## src/pcw_pkg.sv

```systemverilog
// Package of constants, types and decode functions for the clock-path control word.
package pcw_pkg;

  // ==========================================================================
  // Word geometry and register offsets
  // ==========================================================================
  localparam int            PCW_WORD_W = 40;
  localparam int            PCW_ADDR_W = 8;
  localparam logic [7:0]    PCW_OFS_LO   = 8'h00;  // Control word bits 31:0.
  localparam logic [7:0]    PCW_OFS_HI   = 8'h04;  // Control word bits 39:32, commits the word.
  localparam logic [7:0]    PCW_OFS_STAT = 8'h08;  // Staging and error status.

  // ==========================================================================
  // Reset value and reserved bits
  // ==========================================================================
  localparam logic [39:0]   PCW_CTRL_RESET = 40'h00_0078_0000;
  localparam logic [39:0]   PCW_RSVD_MASK  = 40'h7C_0000_00C0;

  // ==========================================================================
  // Field positions
  // ==========================================================================
  localparam int POS_DAC_PD     = 39;
  localparam int POS_BG_PD      = 33;
  localparam int POS_DRIVER_CURRENT_RESISTOR_PIN   = 32;
  localparam int POS_RISE_LSB   = 29;
  localparam int POS_FALL_LSB   = 26;
  localparam int POS_LOCK_EN    = 25;
  localparam int POS_LOCK_MODE  = 24;
  localparam int POS_RFDIV_PD   = 23;
  localparam int POS_RFDIV_LSB  = 21;
  localparam int POS_DRV_PD     = 20;
  localparam int POS_DRV_SRC    = 18;
  localparam int POS_SURGE_OFF  = 17;
  localparam int POS_SYS_BYP    = 16;
  localparam int POS_M_LSB      = 12;
  localparam int POS_N_LSB      = 8;
  localparam int POS_CP_POL     = 5;
  localparam int POS_CP_PD      = 4;
  localparam int POS_CP_QPD     = 3;
  localparam int POS_CP_SCALE   = 0;

  // ==========================================================================
  // Status register bit positions
  // ==========================================================================
  localparam int STAT_LO_STAGED = 0;
  localparam int STAT_PARTIAL   = 1;
  localparam int STAT_RSVD      = 2;
  localparam int STAT_BG_READY  = 3;

  // ==========================================================================
  // Timing
  // ==========================================================================
  localparam int PCW_CLK_MHZ          = 100;
  localparam int PCW_BG_SETTLE_MS     = 10;
  localparam int PCW_BG_SETTLE_CYCLES = PCW_BG_SETTLE_MS * 1000 * PCW_CLK_MHZ;
  localparam int PCW_BG_CNT_W         = 20;

  // ==========================================================================
  // Types
  // ==========================================================================
  typedef enum logic [1:0] {
    PCW_SRC_OFF    = 2'b00,
    PCW_SRC_FB     = 2'b01,
    PCW_SRC_DIVOUT = 2'b10,
    PCW_SRC_DIVIN  = 2'b11
  } pcw_drv_src_t;

  typedef struct packed {
    logic         dac_pd;
    logic         bg_pd;
    logic         drv_int_rset;
    logic [2:0]   rise_surge;
    logic [2:0]   fall_surge;
    logic         dflt_surge_en;
    logic         lock_en;
    logic         lock_mode;
    logic         rfdiv_pd;
    logic [3:0]   rfdiv_value;
    logic         drv_pd;
    pcw_drv_src_t drv_src;
    logic         sys_bypass;
    logic [4:0]   ref_div_m;
    logic [4:0]   fb_div_n;
    logic         cp_invert;
    logic         cp_pd;
    logic         cp_quick_pd;
    logic [4:0]   cp_scale;
  } pcw_ctl_t;

  // ==========================================================================
  // Functions
  // ==========================================================================
  // Turns a ratio field into the ratio it selects.
  function automatic logic [4:0] pcw_plus_one(input logic [3:0] f);
    return {1'b0, f} + 5'h01;
  endfunction

  // Splits a committed word into its controls.
  function automatic pcw_ctl_t pcw_decode(input logic [39:0] w);
    pcw_ctl_t c;
    logic     off;
    off             = w[POS_SURGE_OFF];
    c.dac_pd        = w[POS_DAC_PD];
    c.bg_pd         = w[POS_BG_PD];
    c.drv_int_rset  = w[POS_DRIVER_CURRENT_RESISTOR_PIN];
    c.rise_surge    = off ? 3'h0 : w[POS_RISE_LSB +: 3];
    c.fall_surge    = off ? 3'h0 : w[POS_FALL_LSB +: 3];
    c.dflt_surge_en = ~off;
    c.lock_en       = w[POS_LOCK_EN];
    c.lock_mode     = w[POS_LOCK_MODE];
    c.rfdiv_pd      = w[POS_RFDIV_PD];
    c.rfdiv_value   = 4'h1 << w[POS_RFDIV_LSB +: 2];
    c.drv_pd        = w[POS_DRV_PD];
    c.drv_src       = pcw_drv_src_t'(w[POS_DRV_SRC +: 2]);
    c.sys_bypass    = w[POS_SYS_BYP];
    c.ref_div_m     = pcw_plus_one(w[POS_M_LSB +: 4]);
    c.fb_div_n      = pcw_plus_one(w[POS_N_LSB +: 4]);
    c.cp_invert     = w[POS_CP_POL];
    c.cp_pd         = w[POS_CP_PD];
    c.cp_quick_pd   = w[POS_CP_QPD];
    c.cp_scale      = pcw_plus_one({1'b0, w[POS_CP_SCALE +: 3]});
    return c;
  endfunction

endpackage

```

## src/pcw_ctl_if.sv

```systemverilog
// Interface that carries the committed word to the decoder and its controls back.
interface pcw_ctl_if;
  logic [39:0]      word;  // Committed control word.
  pcw_pkg::pcw_ctl_t ctl;  // Decoded controls, registered.

  modport regs (output word, input ctl);
  modport dec  (input word, output ctl);
endinterface

```

## src/pcw_clock_path_ctrl.sv

```systemverilog
// APB register block holding the 40-bit clock-path control word and its decoded controls.
//
// Contract
// RULE1: Software writes all five bytes together.
// RULE2: Bit 39 powers down converter, output floats.
// RULE3: Software writes zeros in 38:34 and 7:6.
// RULE4: Bit 33 powers down band gap; slow recovery.
// RULE5: Bit 32 selects internal driver current resistor.
// RULE6: Bits 31:29 add rising-edge surge currents.
// RULE7: Bits 28:26 add falling-edge surge currents.
// RULE8: Bit 25 routes lock detect to pin.
// RULE9: Bit 24 selects lock or lead-lag meaning.
// RULE10: Bit 23 powers down RF divider, alternate path.
// RULE11: Bits 22:21 pick RF divide 1/2/4/8.
// RULE12: Bit 20 high keeps output driver down.
// RULE13: Bits 19:18 select output driver source.
// RULE14: Bit 17 removes every edge surge current.
// RULE15: Bit 16 bypasses RF divider for system clock.
// RULE16: Reference divider M is field plus one.
// RULE17: Feedback divider N is field plus one.
// RULE18: Bit 5 reverses charge-pump polarity.
// RULE19: Bit 4 fully powers down charge pump.
// RULE20: Bit 3 powers down pump output buffer only.
// RULE21: Charge-pump current scale is field plus one.
// RULE22: Controls update together after complete write.
module pcw_clock_path_ctrl #(
  parameter int BG_SETTLE_CYCLES = pcw_pkg::PCW_BG_SETTLE_CYCLES  // Band-gap settle time in cycles.
) (
  input  wire logic        clk,               // System clock, 100 MHz.
  input  wire logic        nrst,              // Asynchronous reset, active low.
  input  wire logic        psel,              // APB select.
  input  wire logic        penable,           // APB enable.
  input  wire logic        pwrite,            // APB direction, high for write.
  input  wire logic [7:0]  paddr,             // APB byte address.
  input  wire logic [31:0] pwdata,            // APB write data.
  input  wire logic [3:0]  pstrb,             // APB byte strobes.
  output logic      [31:0] prdata,            // APB read data.
  output logic             pready,            // APB ready.
  output logic             pslverr,           // APB error for unmapped address.
  input  wire logic        pll_locked,        // Loop lock state from the phase detector.
  input  wire logic        fb_lags_ref,       // Feedback clock lags the reference.
  output logic             status_pin_o,      // Lock-detect level for the shared pin.
  output logic             status_pin_oe,     // Drive enable of the shared pin.
  output logic             bg_ready,          // Band gap powered and settled.
  output logic             dac_pd,            // Converter powered down, output floating.
  output logic             bg_pd,             // Band gap powered down.
  output logic             drv_int_rset,      // Driver current from internal resistor.
  output logic      [2:0]  rise_surge,        // Extra rising-edge surge enables.
  output logic      [2:0]  fall_surge,        // Extra falling-edge surge enables.
  output logic             dflt_surge_en,     // Default edge surge applied.
  output logic             rfdiv_pd,          // RF divider down, alternate path on.
  output logic      [3:0]  rfdiv_value,       // RF divide ratio.
  output logic             drv_pd,            // Output driver powered down.
  output logic      [1:0]  drv_src,           // Output driver source select.
  output logic             sys_bypass,        // System clock taken from divider input.
  output logic      [4:0]  ref_div_m,         // Reference divide ratio.
  output logic      [4:0]  fb_div_n,          // Feedback divide ratio.
  output logic             cp_invert,         // Charge-pump polarity reversed.
  output logic             cp_pd,             // Charge pump fully down.
  output logic             cp_quick_pd,       // Charge-pump output buffer down.
  output logic      [4:0]  cp_scale           // Charge-pump current multiplier.
);

  localparam logic [pcw_pkg::PCW_BG_CNT_W-1:0] BG_LOAD = BG_SETTLE_CYCLES[pcw_pkg::PCW_BG_CNT_W-1:0];

  pcw_ctl_if if_c ();

  logic [39:0] word_r;
  logic [31:0] lo_stage_r;
  logic        lo_staged_r;
  logic        partial_r;
  logic        rsvd_r;
  logic [31:0] prdata_r;
  logic        pready_r;
  logic        pslverr_r;
  logic        status_o_r;
  logic        status_oe_r;
  logic        bg_ready_r;
  logic [pcw_pkg::PCW_BG_CNT_W-1:0] bg_cnt_r;
  logic [39:0] word_nxt;
  logic        setup;
  logic        done;
  logic        wr_lo;
  logic        wr_hi;
  logic        wr_stat;
  logic        full_lo;
  logic        commit;
  logic        partial_ev;
  logic        rsvd_ev;
  logic        mapped;

  // ==========================================================================
  // Bus decode
  // ==========================================================================
  // Setup and completion strobes and the write targets.
  assign setup      = psel & ~penable;
  assign done       = psel & penable & pready_r;
  assign wr_lo      = done & pwrite & (paddr == pcw_pkg::PCW_OFS_LO);
  assign wr_hi      = done & pwrite & (paddr == pcw_pkg::PCW_OFS_HI);
  assign wr_stat    = done & pwrite & (paddr == pcw_pkg::PCW_OFS_STAT);
  assign full_lo    = (pstrb == 4'hF);
  assign mapped     = (paddr == pcw_pkg::PCW_OFS_LO) | (paddr == pcw_pkg::PCW_OFS_HI) |
                      (paddr == pcw_pkg::PCW_OFS_STAT);
  // The word commits only when the high byte follows a complete low word.
  assign commit     = wr_hi & pstrb[0] & lo_staged_r; // see RULE1
  assign partial_ev = (wr_lo & ~full_lo) | (wr_hi & ~(pstrb[0] & lo_staged_r)); // see RULE1
  assign word_nxt   = {pwdata[7:0], lo_stage_r};
  assign rsvd_ev    = commit & (|(word_nxt & pcw_pkg::PCW_RSVD_MASK)); // see RULE3

  // Ready rises for exactly one access cycle after each setup cycle.
  always_ff @(posedge clk or negedge nrst) begin
    if (!nrst) begin
      pready_r <= 1'b0;
    end else begin
      pready_r <= setup;
    end
  end

  // Read data and error are prepared during setup and held through the access.
  always_ff @(posedge clk or negedge nrst) begin
    if (!nrst) begin
      prdata_r  <= 32'h0000_0000;
      pslverr_r <= 1'b0;
    end else if (setup) begin
      pslverr_r <= ~mapped;
      prdata_r  <= 32'h0000_0000;
      if (!pwrite) begin
        case (paddr)
          pcw_pkg::PCW_OFS_LO:   prdata_r <= word_r[31:0];
          pcw_pkg::PCW_OFS_HI:   prdata_r <= {24'h00_0000, word_r[39:32]};
          pcw_pkg::PCW_OFS_STAT: begin
            prdata_r[pcw_pkg::STAT_LO_STAGED] <= lo_staged_r;
            prdata_r[pcw_pkg::STAT_PARTIAL]   <= partial_r;
            prdata_r[pcw_pkg::STAT_RSVD]      <= rsvd_r;
            prdata_r[pcw_pkg::STAT_BG_READY]  <= bg_ready_r;
          end
          default:               prdata_r <= 32'h0000_0000;
        endcase
      end
    end else if (done) begin
      pslverr_r <= 1'b0;
    end
  end

  // ==========================================================================
  // Staging and commit
  // ==========================================================================
  // A full low word is staged; any high-byte write or short write drops it.
  always_ff @(posedge clk or negedge nrst) begin
    if (!nrst) begin
      lo_stage_r  <= 32'h0000_0000;
      lo_staged_r <= 1'b0;
    end else if (wr_lo) begin
      lo_staged_r <= full_lo; // see RULE1
      if (full_lo) begin
        lo_stage_r <= pwdata;
      end
    end else if (wr_hi) begin
      lo_staged_r <= 1'b0;
    end
  end

  // The active word changes only on commit; reserved bits are stored as zero.
  always_ff @(posedge clk or negedge nrst) begin
    if (!nrst) begin
      word_r <= pcw_pkg::PCW_CTRL_RESET;
    end else if (commit) begin
      word_r <= word_nxt & ~pcw_pkg::PCW_RSVD_MASK; // see RULE22 RULE3
    end
  end

  assign if_c.word = word_r;

  // Sticky error flags; a new event wins over a write-one clear in the same cycle.
  always_ff @(posedge clk or negedge nrst) begin
    if (!nrst) begin
      partial_r <= 1'b0;
      rsvd_r    <= 1'b0;
    end else begin
      partial_r <= partial_ev | (partial_r & ~(wr_stat & pstrb[0] & pwdata[pcw_pkg::STAT_PARTIAL]));
      rsvd_r    <= rsvd_ev | (rsvd_r & ~(wr_stat & pstrb[0] & pwdata[pcw_pkg::STAT_RSVD]));
    end
  end

  // ==========================================================================
  // Decoder
  // ==========================================================================
  pcw_decoder u_dec (
    .clk  (clk),
    .nrst (nrst),
    .bus  (if_c)
  );

  // ==========================================================================
  // Band-gap settling
  // ==========================================================================
  // The settle count restarts while the band gap is down and runs out after power-up.
  always_ff @(posedge clk or negedge nrst) begin
    if (!nrst) begin
      bg_cnt_r   <= BG_LOAD;
      bg_ready_r <= 1'b0;
    end else begin
      if (if_c.ctl.bg_pd) begin
        bg_cnt_r <= BG_LOAD; // see RULE4
      end else if (bg_cnt_r != '0) begin
        bg_cnt_r <= bg_cnt_r - 1'b1;
      end
      bg_ready_r <= ~if_c.ctl.bg_pd & (bg_cnt_r == '0);
    end
  end

  // ==========================================================================
  // Lock-detect pin
  // ==========================================================================
  // Locked shows low in status mode; lead-lag mode shows high while feedback lags.
  always_ff @(posedge clk or negedge nrst) begin
    if (!nrst) begin
      status_o_r  <= 1'b0;
      status_oe_r <= 1'b0;
    end else begin
      status_oe_r <= if_c.ctl.lock_en; // see RULE8
      status_o_r  <= if_c.ctl.lock_mode ? fb_lags_ref : ~pll_locked; // see RULE9
    end
  end

  // ==========================================================================
  // Outputs
  // ==========================================================================
  // Every output is a flip-flop of this module or of the decoder.
  assign prdata        = prdata_r;
  assign pready        = pready_r;
  assign pslverr       = pslverr_r;
  assign status_pin_o  = status_o_r;
  assign status_pin_oe = status_oe_r;
  assign bg_ready      = bg_ready_r;
  assign dac_pd        = if_c.ctl.dac_pd;
  assign bg_pd         = if_c.ctl.bg_pd;
  assign drv_int_rset  = if_c.ctl.drv_int_rset;
  assign rise_surge    = if_c.ctl.rise_surge;
  assign fall_surge    = if_c.ctl.fall_surge;
  assign dflt_surge_en = if_c.ctl.dflt_surge_en;
  assign rfdiv_pd      = if_c.ctl.rfdiv_pd;
  assign rfdiv_value   = if_c.ctl.rfdiv_value;
  assign drv_pd        = if_c.ctl.drv_pd;
  assign drv_src       = if_c.ctl.drv_src;
  assign sys_bypass    = if_c.ctl.sys_bypass;
  assign ref_div_m     = if_c.ctl.ref_div_m;
  assign fb_div_n      = if_c.ctl.fb_div_n;
  assign cp_invert     = if_c.ctl.cp_invert;
  assign cp_pd         = if_c.ctl.cp_pd;
  assign cp_quick_pd   = if_c.ctl.cp_quick_pd;
  assign cp_scale      = if_c.ctl.cp_scale;
endmodule // pcw_clock_path_ctrl

```

## src/pcw_decoder.sv

```systemverilog
// Registered decoder that turns the committed control word into clock-path controls.
module pcw_decoder (
  input  wire logic clk,   // System clock.
  input  wire logic nrst,  // Asynchronous reset, active low.
  pcw_ctl_if.dec    bus    // Word in, controls out.
);

  // ==========================================================================
  // Decode
  // ==========================================================================
  // All fields load from the same word in one edge, so they change together.
  always_ff @(posedge clk or negedge nrst) begin
    if (!nrst) begin
      bus.ctl <= pcw_pkg::pcw_decode(pcw_pkg::PCW_CTRL_RESET);
    end else begin
      bus.ctl <= pcw_pkg::pcw_decode(bus.word); // see RULE2 RULE5 RULE6 RULE7 RULE10 RULE11 RULE15
    end                                           // see RULE12 RULE13 RULE14 RULE16 RULE17 RULE18 RULE19 RULE20 RULE21
  end

endmodule // pcw_decoder

```

## config.mk

```make
export PLATFORM = sky130hd
export DESIGN_NAME = pcw_clock_path_ctrl
export DESIGN_NICKNAME = d
export VERILOG_FILES = /design/src/pcw_pkg.sv /design/src/pcw_ctl_if.sv /design/src/pcw_clock_path_ctrl.sv /design/src/pcw_decoder.sv
export SDC_FILE = /design/constraint.sdc
export NUM_CORES = 1
export LEC_CHECK = 0
export ABC_AREA = 1
export CELL_PAD_IN_SITES_DETAIL_PLACEMENT = 0
export CELL_PAD_IN_SITES_GLOBAL_PLACEMENT = 1
export CORE_MARGIN = 2
export CORE_UTILIZATION = 43
export DETAILED_ROUTE_END_ITERATION = 10
export DONT_BUFFER_PORTS = 1
export PLACE_DENSITY_LB_ADDON = 0.3
export SLEW_MARGIN = 15
export SYNTH_ARGS = -nofsm -noshare
export SYNTH_HDL_FRONTEND = slang
export SYNTH_SLANG_ARGS = --single-unit
```

## constraint.sdc

```tcl
create_clock -name clk -period 1.2 [get_ports clk]
set_input_delay 0.24 -clock clk [delete_from_list [all_inputs] [get_ports clk]]
set_output_delay 0.24 -clock clk [all_outputs]
set_load 0.05 [all_outputs]
```

Yosys cells after proc, flatten, opt, wreduce, memory -nomap -nowiden
Index checks and enable logic that the tools add are counted.
{"block": "word_totals", "register_bits": 163, "in_bits": 51}
{"block": "classes", "add_sub_neg": 4, "eq_ne": 3, "shifts": 1, "mux": 12, "bitwise": 33, "n_reduce_logical": 8}
{"op": "case mux 28 bit (2 select lines)", "n": 1}
{"op": "two-way mux 20 bit", "n": 2}
{"op": "two-way mux 32 bit", "n": 1}
{"op": "logical NOT 20 bit", "n": 1}
{"op": "nonzero test 20 bit", "n": 1}
{"op": "subtractor 20 x 1 -> 20 bit (second input constant)", "n": 1}
{"op": "AND 1 bit", "n": 19}
{"op": "case mux 4 bit (3 select lines)", "n": 1}
{"op": "adder 4 x 1 -> 5 bit (second input constant)", "n": 2}
{"op": "inverter 1 bit", "n": 9}
{"op": "equality test 8 x 3 -> 1 bit (second input constant)", "n": 1}
{"op": "equality test 8 x 4 -> 1 bit (second input constant)", "n": 1}
{"op": "logical NOT 8 bit", "n": 1}
{"op": "OR reduction 7 bit", "n": 1}
{"op": "two-way mux 3 bit", "n": 2}
{"op": "nonzero test 2 bit", "n": 3}
{"op": "two-way mux 1 bit", "n": 5}
{"op": "bitwise OR 1 bit", "n": 5}
{"op": "adder 3 x 1 -> 4 bit (second input constant)", "n": 1}
{"op": "equality test 4 bit (second input constant)", "n": 1}
{"op": "<< shifter 1 x 2 -> 4 bit (first input constant)", "n": 1}
{"op": "AND reduction 2 bit", "n": 1}

Depth between registers and ports, before layout
{"block": "depth", "depth_word": 9, "ltp_mapped": 9, "ltp_nobuf": 8}

Modules after synthesis
Synthesis repeated with hierarchy kept, for this count alone.
{"block": "hier_totals", "cells_unflattened": 777, "area_unflattened_um2": 6761.5}
{"module": "pcw_clock_path_ctrl", "instances": 1, "cells_per_inst": 692, "area_per_inst_um2": 5572.8, "seq_area_each_um2": 3116.7}
{"module": "pcw_decoder", "instances": 1, "cells_per_inst": 85, "area_per_inst_um2": 1188.6, "seq_area_each_um2": 959.7}

Worst setup path before layout
No wires, ideal clock.
{"block": "synth_timing", "path_type": "register -> register", "startpoint": "reg pready_r (netlist: pready)", "endpoint": "reg lo_stage_r[24]", "setup_ns": 0.130, "t_arrival_ns": 1.467, "path_slack_ns": -0.397, "stages_incl_launch_ff": 10, "cell_sequence": "dfrtp_1 -> nand2_1 -> nor2_1 -> nand2_1 -> inv_2 -> nand3_2 -> buf_6 -> buf_6 -> nand2_1 -> o21ai_1"}
{"block": "synth_via", "elab_chain_len": 4}
{"item": "start: declaration", "line_no": "pcw_clock_path_ctrl.sv:74", "text": "logic pready_r;"}
{"item": "start signal: assignment", "line_no": "pcw_clock_path_ctrl.sv:115", "text": "pready_r <= setup;"}
{"item": "AND 1 bit", "line_no": "pcw_clock_path_ctrl.sv:97", "text": "assign done = psel & penable & pready_r;"}
{"item": "AND 1 bit (2 in series)", "line_no": "pcw_clock_path_ctrl.sv:98", "text": "assign wr_lo = done & pwrite & (paddr == pcw_pkg::PCW_OFS_LO);"}
{"item": "AND reduction 2 bit (no line)"}
{"item": "end signal: assignment", "line_no": "pcw_clock_path_ctrl.sv:156", "text": "lo_stage_r <= pwdata;"}
{"item": "end: declaration", "line_no": "pcw_clock_path_ctrl.sv:69", "text": "logic [31:0] lo_stage_r;"}
Every way passes these cells.
A chain may end at the register's enable or synchronous reset.

Worst setup path in the final report
{"block": "layout_timing", "startpoint": "reg pready_r (netlist: pready)", "endpoint": "reg lo_stage_r[30]"}
Same word-level chain as after synthesis.

==> out/qor.txt <==
CP startpoint: pready
Seq/Total Area, Yosys: 57.63%
Antenna Diode Count: 0
antenna violations before repair: 0
die span in y: 132.3 um
critical path launch point type: register
routed wire length: 18.63 mm
Clock Latency Late Sink: 0.42 ns
CTS tree: yes
Max VDD drop: 0.0009608 V
setup violators final: 110
Final WS setup: -0.2220 ns
MaxCap Viol Count: 0
Setup crit end kind: register
Hold WC Path Type: in2async
CTS H-Tree Depth: 4
total number of vias: 5504
Yosys reg bits: 162
IO Pins: 125
yosys warns: 0
Leak: 5.103 nW
Core Area: 16000 um^2
GR Util All Layers: 20.32%
largest net degree at the start of global routing: 163
initial DRC count: 381
Worst-path clk slew: 0.06 ns
vias per cell: 4.897
Max transition margin: 60.88%
Final Critical Period: 1.422 ns
R2R setup slack: -0.22 ns
filler cell count: 1369
pwr dens: 1141 nW/um^2
Area Growth Syn to Fin: 37.84%
worst r2r dst: lo_stage_r[30]
clock sink count: 162
cts bufs inserted: 17
Mapped Cells: 795
RePlAce Congestion: 0.8737
worst-margin pin slew: 0.5846 ns
most common cell after layout, fill and taps aside: nand2_1
outcome: finished with violations
Final Skew: 0.008374 ns
Die Wd: 132.3 um
worst reg2reg path depth: 8
Syn Std Cell Area: 7073 um^2
highest-count cells in the layout ignoring fill and taps: nand2_1 (194), dfrtp_1 (91), inv_1 (76)
Post-DRT Antenna Nets: 0
hold slack: -0.4913 ns
DR WL/cell: 16.57 um
die area: 17490 um^2
failing checks: hold timing, setup timing
CP required: 1.52 ns
max-slew violations: 0
Hold-fix buffers, CTS: 34
synth unique cells: 31
R2R Path Start: pready
remaining global-route overflow: 0
layout cells sized above 1: 40.86%
Max clock buf depth: 2
first-pass GRT wire length: 28.08 mm
Starting Density: 44.21%
Tcrit/Tclk final: 118.5%
crit path kind: reg2reg
CTS root buf: clkbuf_16
syn_area_per_cell: 8.897 um^2
final hold vios: 162
fmax: 703.2 MHz
IO buf count: 0
DRC violations left: 0
DP Wirelength: 11.37 mm
RSZ-0062 raised after global routing: true
Place WS: -0.2422 ns
Core Util, Final: 60.93%
nets@finish: 951
Core Rows: 46
DRT Pass-1 Iters: 6
vias in the first global route: 5512
CP arrival: 1.74 ns
Power, Total: 0.01113 W
Max FO, Critical Path: 6
-- routing by layer --
layer,up-vias,wire length [um],track usage (%)
met5,-,0,0
met4,0,315,7.288
met3,28,863,4.691
met2,131,9469,34.75
met1,2693,7980,25.31
li1,2652,-,-
-- layout make-up --
cell class | instances | area [um^2] | area share, %
Clock buffer | 22 | 484.2 | 4.967
Clock inverter | 10 | 98.84 | 1.014
Inverter | 85 | 339.1 | 3.478
Multi-Input combinational cell | 499 | 2969 | 30.45
Sequential cell | 162 | 4143 | 42.49
Tap cell | 216 | 270.3 | 2.772
Timing Repair Buffer | 130 | 1445 | 14.82
-- flip-flops by register name (all words and copies together) (netlist names), 20 cells and up --
name           flops
lo_stage_r        32
u_dec.bus.ctl     38
prdata            31
if_c.word         33
bg_cnt_r          20
-- Yosys cell counts --
master    number  area, um^2
nand2_1      273        1025
dfrtp_1      144        3603
inv_1         82       307.8
nor2_1        67       251.5
nand3_1       65       325.3
buf_4         28       210.2
o21ai_2       23       201.4
dfstp_2       18       473.0
buf_2          9       45.04
buf_6          9       101.4
nand4_1        9       56.30
o21ai_1        9       45.04
o21ai_0        7       35.03
a21oi_1        6       30.03
clkbuf_1       6       22.52
xor2_1         6       52.55
ha_1           5       62.56
nor2_4         4       45.04
nor3_1         4       20.02
or2_2          4       25.02
nor2_2         3       18.77
inv_2          2       7.510
nand3_2        2       20.02
nand3b_1       2       15.01
o21bai_1       2       15.01
clkinv_1       1       3.750
conb_1         1       3.750
nand3_4        1       17.52
nand3b_4       1       20.02
nor4_1         1       6.260
o211ai_1       1       7.510
-- worst max-delay path: stages, from the launching register on --
cell       delay [ns]
dfrtp_2          0.37
nand2_2          0.07
nor2_4           0.11
nand2_4          0.08
inv_8            0.08
nand3_4          0.21
clkbuf_16        0.28
nand2_2          0.05
o21ai_1          0.05
-- cell families after synthesis --
| logic type | after synthesis | share of synthesized area (%) |
|---|---|---|
| AOI/OAI and AO/OA | 48 | 4.723 |
| xor gates and xnor gates | 6 | 0.7430 |
| adders and majority gates | 5 | 0.8845 |
| buffers and inverters | 137 | 9.871 |
| DFF | 162 | 57.63 |
| other | 1 | 0.05302 |
| and+or+nand+nor | 436 | 26.09 |
-- stage by stage --
| step | instances | area [um^2] | setup TNS, ns |
|---|---|---|---|
| finish | 1124 | 9749 | -15.04 |
| global route | 1124 | 9749 | -24.06 |
| CTS | 1111 | 9077 | -13.48 |
| detailed placement | 1037 | 7749 | -13.03 |
| global placement | 1037 | 7749 | -10.14 |
| floorplan | 796 | 7176 | -15.05 |
-- report_power, final --
| group | leakage [nW] | internal (W) | total (W) | switching [W] |
|---|---|---|---|---|
| registers | 2.10 | 0.00547 | 0.00548 | 0.0000121 |
| logic | 2.72 | 0.000137 | 0.000303 | 0.000166 |
| clock network | 0.288 | 0.00310 | 0.00534 | 0.00224 |
| total | 5.10 | 0.00871 | 0.0111 | 0.00242 |
-- how the worst max path moves through the flow --
stage	to	slack, ns	depth (start not counted)
after floorplan	lo_stage_r[11]	-0.27	9
after global routing	lo_stage_r[10]	-0.32	8
final	lo_stage_r[30]	-0.22	8
after detailed placement	bg_cnt_r[1]	-0.24	8
after global placement	bg_cnt_r[17]	-0.23	7
after CTS	bg_cnt_r[3]	-0.19	8
-- timing repair --
action,in CTS,in global routing
cloned,2,10
setup endpoints to repair,160,139
buffers inserted,8,3
endpoints found under the hold margin,197,162
pin swaps,21,16
resized for setup,139,124
Note: power is estimated with default switching activity, not from simulation.
